### src/pkg/mfs_params.svh
// Constants of the mesh frame security engine
`ifndef MFS_PARAMS_SVH
`define MFS_PARAMS_SVH
// ----------------------------------------
// Counters
// ----------------------------------------
`define MFS_CTR_MAX 32'h0FFFFFFF
`define MFS_CTR_ZERO 32'h00000000
`define MFS_CTR_ONE 32'h00000001
`define MFS_SEQ_ONE 8'h01
`define MFS_SEQ_ZERO 8'h00
// ----------------------------------------
// Frame overhead in bytes
// ----------------------------------------
`define MFS_TAG_BYTES 8'h04
`define MFS_SRC_BYTES 8'h08
`define MFS_CTR_BYTES 8'h04
`define MFS_NWK_OTHER 8'h02
`define MFS_APS_HDR 8'h05
`endif

### src/pkg/mfs_pkg.sv
// Types of the mesh frame security engine
package mfs_pkg;
    // ----------------------------------------
    // Frame kinds and verdicts
    // ----------------------------------------
    typedef enum logic [2:0] {
        KIND_DATA, KIND_ROUTE_REQ, KIND_ROUTE_REP, KIND_APS_CMD, KIND_ZDO_CMD, KIND_MAC
    } mfs_kind_t;
    typedef enum logic [3:0] {
        V_SENT, V_PLAIN, V_DELIVERED, V_FORWARD, V_REPLAY, V_NWK_TAG, V_APS_TAG,
        V_EXHAUSTED, V_APS_BCAST, V_KEY_LINK, V_KEY_CLEAR, V_KEY_REFUSED, V_KEY_NEW
    } mfs_verdict_t;
    typedef enum logic [1:0] {K_ADOPT, K_DELIVER, K_RECEIVE} mfs_key_op_t;
    typedef enum logic [1:0] {A_ENC_AUTH, A_DEC_AUTH, A_WRAP, A_UNWRAP} mfs_aes_op_t;
    // ----------------------------------------
    // Request, command and result carriers
    // ----------------------------------------
    typedef struct packed {
        mfs_kind_t kind;    // Frame kind
        logic bcast;        // Broadcast destination
        logic aps_req;      // Application-layer security wanted
    } mfs_tx_t;
    typedef struct packed {
        mfs_kind_t kind;    // Frame kind
        logic bcast;        // Broadcast destination
        logic for_me;       // Addressed to this node
        logic aps_sec;      // Carries application-layer security
        logic [7:0] nbr;    // Sending neighbour index
        logic [63:0] src;   // Source address in header
        logic [31:0] ctr;   // Frame counter in header
        logic [31:0] nwk_tag; // Received network integrity_tag
        logic [31:0] aps_tag; // Received application integrity_tag
    } mfs_rx_t;
    typedef struct packed {
        mfs_key_op_t op;    // Adopt, deliver or receive key
        logic joiner_link;  // Joiner holds trust-centre link key
    } mfs_key_t;
    typedef struct packed {
        mfs_aes_op_t op;    // Cipher operation
        logic link_key;     // 1 link key, 0 network key
        logic aps_scope;    // 1 application layer, 0 network layer
        logic [63:0] src;   // Source address for nonce
        logic [31:0] ctr;   // Frame counter for nonce
    } mfs_aes_t;
    typedef struct packed {
        mfs_verdict_t verdict; // Outcome
        logic [31:0] ctr;      // Counter placed in header
        logic [31:0] nwk_tag;  // Network integrity_tag
        logic [31:0] aps_tag;  // Application integrity_tag
    } mfs_res_t;
endpackage

### src/verilog/mfs_engine.sv
// Frame security sequencer of the mesh radio node
`timescale 1ns/1ps
`include "mfs_params.svh"
module mfs_engine import mfs_pkg::*; #(
    parameter int NBR_N = 16,
    parameter logic [7:0] FRAME_MAX = 8'h7F
) (
    // Clock and reset
    input wire logic clk,
    input wire logic reset,
    // Node configuration
    input wire logic [63:0] own_addr,
    input wire logic is_trust_centre,
    input wire logic allow_clear_key,
    // Outgoing frames
    input wire logic tx_valid,
    output logic tx_ready,
    input wire mfs_tx_t tx_req,
    output logic [7:0] tx_payload_cap,
    // Received frames
    input wire logic rx_valid,
    output logic rx_ready,
    input wire mfs_rx_t rx_req,
    // Key events
    input wire logic key_valid,
    output logic key_ready,
    input wire mfs_key_t key_req,
    output logic [7:0] key_seq,
    // Cipher core
    output logic aes_valid,
    output mfs_aes_t aes_cmd,
    input wire logic aes_done,
    input wire logic [31:0] aes_tag,
    // Results
    output logic res_valid,
    output mfs_res_t res
);
    // ----------------------------------------
    // Declarations
    // ----------------------------------------
    localparam int NBR_W = (NBR_N > 1) ? $clog2(NBR_N) : 1;
    typedef enum logic [2:0] {
        S_IDLE, S_TX_APS, S_TX_NWK, S_RX_NWK, S_RX_APS, S_FWD, S_KEY
    } mfs_st_t;
    mfs_st_t state_q, state_d;          // Sequencer state
    logic [31:0] ctr_q, ctr_d;          // Outgoing frame counter
    logic [7:0] seq_q, seq_d;           // Network key sequence number
    logic [31:0] nbr_ctr_q [NBR_N];     // Neighbour counters
    logic [31:0] aps_tag_q, aps_tag_d;  // Application tag of frame in flight
    mfs_rx_t rx_q;                      // Held received frame
    mfs_key_t key_q;                    // Held key request
    logic aes_valid_q, aes_valid_d;     // Cipher request pending
    mfs_aes_t aes_cmd_q, aes_cmd_d;     // Cipher command
    logic res_valid_q, res_valid_d;     // Result strobe
    mfs_res_t res_q, res_d;             // Result
    logic nbr_clr;                      // Zero all neighbour counters
    logic nbr_we;                       // Write neighbour counter
    // ----------------------------------------
    // Functions
    // ----------------------------------------
    // Frame kinds that carry network security
    function automatic logic secured_kind(input mfs_kind_t k);
        secured_kind = (k != KIND_MAC);
    endfunction
    // Build a cipher command
    function automatic mfs_aes_t mk_aes(input mfs_aes_op_t op, input logic link,
                                        input logic aps, input logic [63:0] src,
                                        input logic [31:0] ctr);
        mk_aes = '{op: op, link_key: link, aps_scope: aps, src: src, ctr: ctr};
    endfunction
    // ----------------------------------------
    // Decode
    // ----------------------------------------
    wire tx_fire = tx_valid && tx_ready;
    wire rx_fire = rx_valid && rx_ready;
    wire key_fire = key_valid && key_ready;
    wire exhausted = (ctr_q == `MFS_CTR_MAX);
    wire [NBR_W-1:0] rx_idx_in = rx_req.nbr[NBR_W-1:0];
    wire [NBR_W-1:0] rx_idx_q = rx_q.nbr[NBR_W-1:0];
    wire replay = rx_req.ctr < nbr_ctr_q[rx_idx_in];
    wire nwk_tag_bad = aes_tag != rx_q.nwk_tag;
    wire aps_tag_bad = aes_tag != rx_q.aps_tag;
    wire [7:0] nwk_ovh = `MFS_CTR_BYTES + `MFS_SRC_BYTES + `MFS_TAG_BYTES + `MFS_NWK_OTHER;
    wire [7:0] aps_ovh = `MFS_APS_HDR + `MFS_TAG_BYTES;
    // Key and receive take priority over transmit
    assign key_ready = (state_q == S_IDLE);
    assign rx_ready = (state_q == S_IDLE) && !key_valid;
    assign tx_ready = (state_q == S_IDLE) && !key_valid && !rx_valid;
    // Payload room left after security overhead
    assign tx_payload_cap = FRAME_MAX - nwk_ovh - (tx_req.aps_req ? aps_ovh : 8'h00);
    assign key_seq = seq_q;
    assign aes_valid = aes_valid_q;
    assign aes_cmd = aes_cmd_q;
    assign res_valid = res_valid_q;
    assign res = res_q;
    // ----------------------------------------
    // Sequencer next state
    // ----------------------------------------
    always_comb begin
        state_d = state_q;
        ctr_d = ctr_q;
        seq_d = seq_q;
        aps_tag_d = aps_tag_q;
        aes_valid_d = aes_valid_q && !aes_done;
        aes_cmd_d = aes_cmd_q;
        res_valid_d = 1'b0;
        res_d = res_q;
        nbr_clr = 1'b0;
        nbr_we = 1'b0;
        case (state_q)
            S_IDLE: begin
                aps_tag_d = `MFS_CTR_ZERO;
                res_d.ctr = ctr_q;
                res_d.nwk_tag = `MFS_CTR_ZERO;
                res_d.aps_tag = `MFS_CTR_ZERO;
                if (key_fire) begin
                    // Key events
                    res_valid_d = 1'b1;
                    if (key_req.op == K_ADOPT) begin
                        ctr_d = `MFS_CTR_ZERO;
                        nbr_clr = 1'b1;
                        seq_d = seq_q + `MFS_SEQ_ONE;
                        res_d.verdict = V_KEY_NEW;
                        res_d.ctr = `MFS_CTR_ZERO;
                    end else if (key_req.op == K_RECEIVE || (is_trust_centre
                                 && key_req.joiner_link)) begin
                        // Wrap or unwrap the network key under the link key
                        res_valid_d = 1'b0;
                        aes_valid_d = 1'b1;
                        aes_cmd_d = mk_aes((key_req.op == K_RECEIVE) ? A_UNWRAP : A_WRAP,
                                           1'b1, 1'b1, own_addr, ctr_q);
                        state_d = S_KEY;
                    end else if (is_trust_centre && allow_clear_key) begin
                        res_d.verdict = V_KEY_CLEAR;
                    end else begin
                        res_d.verdict = V_KEY_REFUSED;
                    end
                end else if (rx_fire) begin
                    // Received frames
                    res_d.ctr = rx_req.ctr;
                    if (!secured_kind(rx_req.kind)) begin
                        res_valid_d = 1'b1;
                        res_d.verdict = V_PLAIN;
                    end else if (replay) begin
                        res_valid_d = 1'b1;
                        res_d.verdict = V_REPLAY;
                    end else begin
                        aes_valid_d = 1'b1;
                        aes_cmd_d = mk_aes(A_DEC_AUTH, 1'b0, 1'b0, rx_req.src, rx_req.ctr);
                        state_d = S_RX_NWK;
                    end
                end else if (tx_fire) begin
                    // Outgoing frames
                    if (!secured_kind(tx_req.kind)) begin
                        res_valid_d = 1'b1;
                        res_d.verdict = V_PLAIN;
                    end else if (tx_req.bcast && tx_req.aps_req) begin
                        res_valid_d = 1'b1;
                        res_d.verdict = V_APS_BCAST;
                    end else if (exhausted) begin
                        res_valid_d = 1'b1;
                        res_d.verdict = V_EXHAUSTED;
                    end else if (tx_req.aps_req) begin
                        aes_valid_d = 1'b1;
                        aes_cmd_d = mk_aes(A_ENC_AUTH, 1'b1, 1'b1, own_addr, ctr_q);
                        state_d = S_TX_APS;
                    end else begin
                        aes_valid_d = 1'b1;
                        aes_cmd_d = mk_aes(A_ENC_AUTH, 1'b0, 1'b0, own_addr, ctr_q);
                        state_d = S_TX_NWK;
                    end
                end
            end
            S_TX_APS: begin
                // Application tag first, then network layer
                if (aes_done) begin
                    aps_tag_d = aes_tag;
                    aes_valid_d = 1'b1;
                    aes_cmd_d = mk_aes(A_ENC_AUTH, 1'b0, 1'b0, own_addr, ctr_q);
                    state_d = S_TX_NWK;
                end
            end
            S_TX_NWK, S_FWD: begin
                // Network tag appended, counter advanced
                if (aes_done) begin
                    res_valid_d = 1'b1;
                    res_d.verdict = (state_q == S_FWD) ? V_FORWARD : V_SENT;
                    res_d.ctr = ctr_q;
                    res_d.nwk_tag = aes_tag;
                    res_d.aps_tag = aps_tag_q;
                    ctr_d = ctr_q + `MFS_CTR_ONE;
                    state_d = S_IDLE;
                end
            end
            S_RX_NWK: begin
                // Network check decides drop, forward or delivery
                if (aes_done) begin
                    res_d.nwk_tag = aes_tag;
                    if (nwk_tag_bad) begin
                        res_valid_d = 1'b1;
                        res_d.verdict = V_NWK_TAG;
                        state_d = S_IDLE;
                    end else begin
                        nbr_we = 1'b1;
                        if (!rx_q.for_me) begin
                            if (exhausted) begin
                                res_valid_d = 1'b1;
                                res_d.verdict = V_EXHAUSTED;
                                state_d = S_IDLE;
                            end else begin
                                aes_valid_d = 1'b1;
                                aes_cmd_d = mk_aes(A_ENC_AUTH, 1'b0, 1'b0, own_addr, ctr_q);
                                aps_tag_d = rx_q.aps_tag;
                                state_d = S_FWD;
                            end
                        end else if (rx_q.aps_sec && rx_q.bcast) begin
                            res_valid_d = 1'b1;
                            res_d.verdict = V_APS_BCAST;
                            state_d = S_IDLE;
                        end else if (rx_q.aps_sec) begin
                            aes_valid_d = 1'b1;
                            aes_cmd_d = mk_aes(A_DEC_AUTH, 1'b1, 1'b1, rx_q.src, rx_q.ctr);
                            state_d = S_RX_APS;
                        end else begin
                            res_valid_d = 1'b1;
                            res_d.verdict = V_DELIVERED;
                            state_d = S_IDLE;
                        end
                    end
                end
            end
            S_RX_APS: begin
                // Destination removes application layer
                if (aes_done) begin
                    res_valid_d = 1'b1;
                    res_d.aps_tag = aes_tag;
                    res_d.verdict = aps_tag_bad ? V_APS_TAG : V_DELIVERED;
                    state_d = S_IDLE;
                end
            end
            S_KEY: begin
                // Joiner adopts received key; trust centre reports delivery
                if (aes_done) begin
                    res_valid_d = 1'b1;
                    if (key_q.op == K_RECEIVE) begin
                        ctr_d = `MFS_CTR_ZERO;
                        nbr_clr = 1'b1;
                        seq_d = seq_q + `MFS_SEQ_ONE;
                        res_d.ctr = `MFS_CTR_ZERO;
                        res_d.verdict = V_KEY_NEW;
                    end else begin
                        res_d.verdict = V_KEY_LINK;
                    end
                    state_d = S_IDLE;
                end
            end
            default: begin
                state_d = S_IDLE;
            end
        endcase
    end
    // ----------------------------------------
    // Sequencer registers
    // ----------------------------------------
    always_ff @(posedge clk or posedge reset) begin
        if (reset) begin
            state_q <= S_IDLE;
            ctr_q <= `MFS_CTR_ZERO;
            seq_q <= `MFS_SEQ_ZERO;
            aps_tag_q <= `MFS_CTR_ZERO;
            aes_valid_q <= 1'b0;
            aes_cmd_q <= '0;
            res_valid_q <= 1'b0;
            res_q <= '0;
        end else begin
            state_q <= state_d;
            ctr_q <= ctr_d;
            seq_q <= seq_d;
            aps_tag_q <= aps_tag_d;
            aes_valid_q <= aes_valid_d;
            aes_cmd_q <= aes_cmd_d;
            res_valid_q <= res_valid_d;
            res_q <= res_d;
        end
    end
    // Requests held while the cipher works
    always_ff @(posedge clk or posedge reset) begin
        if (reset) begin
            rx_q <= '0;
            key_q <= '0;
        end else begin
            rx_q <= rx_fire ? rx_req : rx_q;
            key_q <= key_fire ? key_req : key_q;
        end
    end
    // ----------------------------------------
    // Neighbour counter table
    // ----------------------------------------
    for (genvar i = 0; i < NBR_N; i++) begin : g_nbr
        wire hit = nbr_we && (rx_idx_q == NBR_W'(i));
        always_ff @(posedge clk or posedge reset) begin
            if (reset) begin
                nbr_ctr_q[i] <= `MFS_CTR_ZERO;
            end else if (nbr_clr) begin
                nbr_ctr_q[i] <= `MFS_CTR_ZERO;
            end else if (hit) begin
                nbr_ctr_q[i] <= rx_q.ctr;
            end
        end
    end
endmodule
### config.mk
export PLATFORM = sky130hd
export DESIGN_NAME = mfs_engine
export DESIGN_NICKNAME = d
export VERILOG_FILES = /design/src/pkg/mfs_pkg.sv /design/src/verilog/mfs_engine.sv
export VERILOG_INCLUDE_DIRS = /design/src /design/src/pkg
export SDC_FILE = /design/constraint.sdc
export NUM_CORES = 2
export LEC_CHECK = 0
export ABC_AREA = 1
export BUFFER_PORTS_ARGS = -buffer_cell sky130_fd_sc_hd__buf_2
export CORE_MARGIN = 3
export CORE_UTILIZATION = 59
export CTS_CLUSTER_DIAMETER = 150
export DETAILED_ROUTE_END_ITERATION = 6
export MAX_ROUTING_LAYER = met4
export PLACE_DENSITY = 0.84
export SYNTH_ARGS = -nofsm -noshare
export SYNTH_HDL_FRONTEND = slang
export SYNTH_SLANG_ARGS = --single-unit
### constraint.sdc
create_clock -name clk -period 47.4 [get_ports clk]
set_clock_uncertainty 0.2 [all_clocks]
set_input_delay 9.48 -clock clk [delete_from_list [all_inputs] [get_ports clk]]
set_output_delay 9.48 -clock clk [all_outputs]
set_load 0.005 [all_outputs]
Yosys cells after proc, flatten, opt, wreduce, memory -nomap -nowiden
Cells that the tools add are included.

storage, ports and cells
  bits in read-only memories = 0
  memory bits (writable) = 0
  word-level logic and storage cells = 328
  memories kept = 0
  output and inout bits = 221
  bits in registers = 958
  bits of input ports = 286
  latch bits = 0

cells by class
  reductions and logical operators = 66
  add/subtract/negate cells = 3
  muxes and demuxes = 162
  div/mod/pow operators = 0
  $mul = 0
  shift operators = 0
  $lt $le $gt $ge = 2
  eq/ne operators = 54
  bitwise operators = 1

operators by type and width
  kind                                                               number
  100-bit two-way mux                                                18
  32-bit two-way mux                                                 45
  32-bit case mux with 3 select lines                                5
  100-bit case mux with 3 select lines                               1
  32-bit binary-select mux with 4-bit select                         1
  98-bit two-way mux                                                 1
  36-bit two-way mux                                                 2
  4-bit two-way mux                                                  16
  32-bit inequality test                                             2
  3-bit two-way mux                                                  20
  1-bit two-way mux                                                  41
  2-bit nonzero test                                                 17
  32-bit by 1-bit adder with 32-bit output, second input constant    1
  32-bit by 28-bit == test with 1-bit output, second input constant  1
  4-bit == test, second input constant                               8
  32-bit < comparator                                                1
  8-bit two-way mux                                                  4
  1-bit logical AND                                                  26
  4-bit case mux with 5 select lines                                 1
  2-bit inequality test, second input constant                       9
  3-bit inequality test, second input constant                       6
  4-bit by 3-bit == test with 1-bit output, second input constant    4
  4-bit inequality test, second input constant                       4
  8-bit case mux with 2 select lines                                 1
  35 further kinds                                                   53

Depth between registers and ports, before layout
  depth in word-level cells = 10
  depth in mapped cells = 27
  depth with buffers taken out = 23

Worst setup path after synthesis
No wires, ideal clock.

  kind = input to output
  start point = in key_valid
  end point = out tx_ready
  stages on the path = 3
  arrival = 9843 ps
  slack = 27877 ps
  cell sequence = nor2_4 > inv_2 > nor2_4

on the way
  longest elaborated chain between the ends = 3

ends and longest elaborated chain
  item                             RTL line          text
  start, declared                  mfs_engine.sv:25  input wire logic key_valid,
  1-bit zero test                  mfs_engine.sv:88  assign tx_ready = (state_q == S_IDLE) && !key_valid && !rx_valid;
  1-bit logical AND (2 in series)  mfs_engine.sv:88
  end, declared                    mfs_engine.sv:17  output logic tx_ready,

No other way between the ends.

Worst setup path after layout
Same ends and word-level chain as after synthesis.

==> out/results.ini <==
[clock_network]
numCtsBuffers = 99
clock_latency_ns = 0.67
cts_tree = done
hold_buffers = 0
cts.sinks = 957
cts_root_buf = clkbuf_16
cts_resized = 0
cts_buffer_depth = 3
clk_pin_slew_ns = 0.06
post-cts-setup-buffers = 0
htreeDepth = 3

[cells_and_area]
fin_cells = 6857
final_common_cell = nand2_1
seqCellArea_sq_um = 23900
drive_above_1_share_pct = 14.7
area_growth_pct = 13.0
num-fill-cells = 5965
finalNetCount = 6047
multiInputGateArea_sq_um = 18400
mostFrequentLayoutCells = 1168 x nand2_1, 1132 x o21ai_0, 957 x dfrtp_1
final_util_pct = 67.7

[pwr]
p_total_mw = 3.47
peakVddDrop_mv = 0.0605
power.density_nw_per_um2 = 67.2
p_leak_nw = 24.5

[logic_synthesis]
synthCells = 5474
synth_seq_cells = 957
yosysUniqueCellTypes = 62
syn_area_per_cell_sq_um = 8.36
syn_area_sq_um = 45700
ys_warn_count = 0
ys_async_sr_fraction_pct = 100
synth_edf_count = 0
seq_area_frac_synth_pct = 52.4
synth_top_flop_cell = dfrtp_1

[critical_path]
worstPathRequired_ns = 37.72
path_max_fanout = 6
worst_setup_path_end_kind = output pin
cp.buffers_inverters = 3
slowest_delay_ns = 0.18
slowest_stage = nor2_4
cp_cell_sequence = buf_2 -> nor2_4 -> inv_2 -> nor2_4 -> buf_2
cp_data_arrival_time_ns = 10.22
path_class = in2out
critPathTopFamily = buffers and inverters
setup.worst_path.start_class = primary input

[timing]
fin_ws_ns = 27.50
period_needed_ns = 19.90
tightest_slew_ns = 1.14
rsz0062_at_grt = false
max_freq_mhz = 50.2
relSlewSlack_pct = 24.0
drv_slew = 0
setup_viol = 0
period_share_pct = 42.0
hold_viol_final = 0
tns_ns = 0

[floorplan]
start_util_pct = 59.9
rows = 101
die_w_microns = 284
io_pins = 507
die_area_sq_um = 80900
core_area_sq_um = 76300
dieHeight_microns = 284

[run_status]
status = finished, final reports clean

[grt]
grt_pass1_vias = 40790
grt.total_usage_pct = 36.0
grt_pass1_wl_microns = 225000
antenna_found_initial = 19
grt.overflow.total = 0
grt_max_degree = 224

[routing]
drt_iter0_drc = 5071
vias = 41824
ant_nets = 0
via_per_inst = 6.10
wl_microns = 144000
wl_per_cell_microns = 21.0
drc = 0
drtPass1Iterations = 7

[place]
dp.cells = 6657
gp_congestion = 0.956
pre_cts_slack_ns = 27.51
port_buffers = 496
dpl.hpwl_microns = 90900

[worst_hold_path]
holdCritPathClass = reg2reg

[run]
max_cap_viol_count = 0

[worst min-delay path, stage by stage (launching register included)]
cell	delay, ns
dfrtp_1	0.33
nand2_1	0.05
o21ai_0	0.06
[routing by layer]
| metal | wire, microns | track usage (%) | part of all wire (%) |
|---|---|---|---|
| met2 | 66700 | 55.2 | 46 |
| met1 | 53500 | 44.9 | 37 |
| met3 | 15200 | 7.90 | 11 |
| met5 | 0 | - | 0 |
| met4 | 8550 | 19.8 | 5.9 |
[path summary, 6_finish.rpt]
check                                    start        endpoint  cells after the start  slack, ns
worst max-delay path                 key_valid        tx_ready                      5      27.50
worst min register to register  nbr_ctr_q[461]  nbr_ctr_q[461]                      2       0.28
max in group asynchronous                reset     aes_cmd[40]                      6      34.15
worst max register to register   nbr_ctr_q[74]     aes_cmd[26]                     20      42.51
min in group asynchronous                reset   aps_tag_q[12]                      2       8.80
worst min-delay path            nbr_ctr_q[461]  nbr_ctr_q[461]                      2       0.28
[flip-flops by register name, indices dropped and copies added (netlist names)]
signal / cells
nbr_ctr_q: 512
key_seq: 8
ctr_q: 32
aes_cmd: 99
res: 100
res_valid: 1
rx_q: 163
rx_idx_q: 4
state_q: 3
key_q: 2
aes_valid: 1
aps_tag_q: 32
[cell families after synthesis]
kind of cell    synth area share, %
simple gates                   15.5
other cells                  0.0164
flops                          52.4
buf+inv                        7.61
xor+xnor                      0.919
fa+ha+maj                     0.903
compound gates                 21.9
mux                           0.788
[power by group]
group / total (mW) / internal (mW) / switching, mW
sequential: 1.38 / 1.18 / 0.200
clock: 0.789 / 0.455 / 0.334
combinational: 1.31 / 0.417 / 0.888
[final cells by class]
type / count / area share [%]
diodes: 20 / 0.0969
clock buffers: 131 / 5.28
clock inverters: 49 / 1.06
inverters: 458 / 3.37
multi-input cells: 3658 / 35.7
flip-flops and latches: 957 / 46.3
well taps: 1030 / 2.49
repair buffers: 554 / 5.69
[metrics by stage]
step | hold slack, ns | cell area, sq um
finish | 0.279 | 51700
global placement | 0.254 | 48300
CTS | 0.280 | 51600
global route | 0.298 | 51700
floorplan | 0.248 | 45800
detailed placement | 0.265 | 48300
[Yosys cell counts (18+ instances only)]
master,n,share of area (%)
nand2_1,1171,9.6
o21ai_0,1132,12
dfrtp_1,957,52
inv_1,439,3.6
nor2_1,327,2.7
clkbuf_1,301,2.5
o22ai_1,199,2.7
a21oi_1,148,1.6
nand3_1,123,1.3
o21ai_1,99,1.1
o221ai_1,86,1.6
buf_2,59,0.65
o211ai_1,47,0.77
xnor2_1,35,0.67
ha_1,33,0.90
mux2_2,32,0.79
a22oi_1,21,0.34
nand4_1,20,0.27
o21ai_2,19,0.36
nor2_2,18,0.25
(Power assumes the default switching activity.)
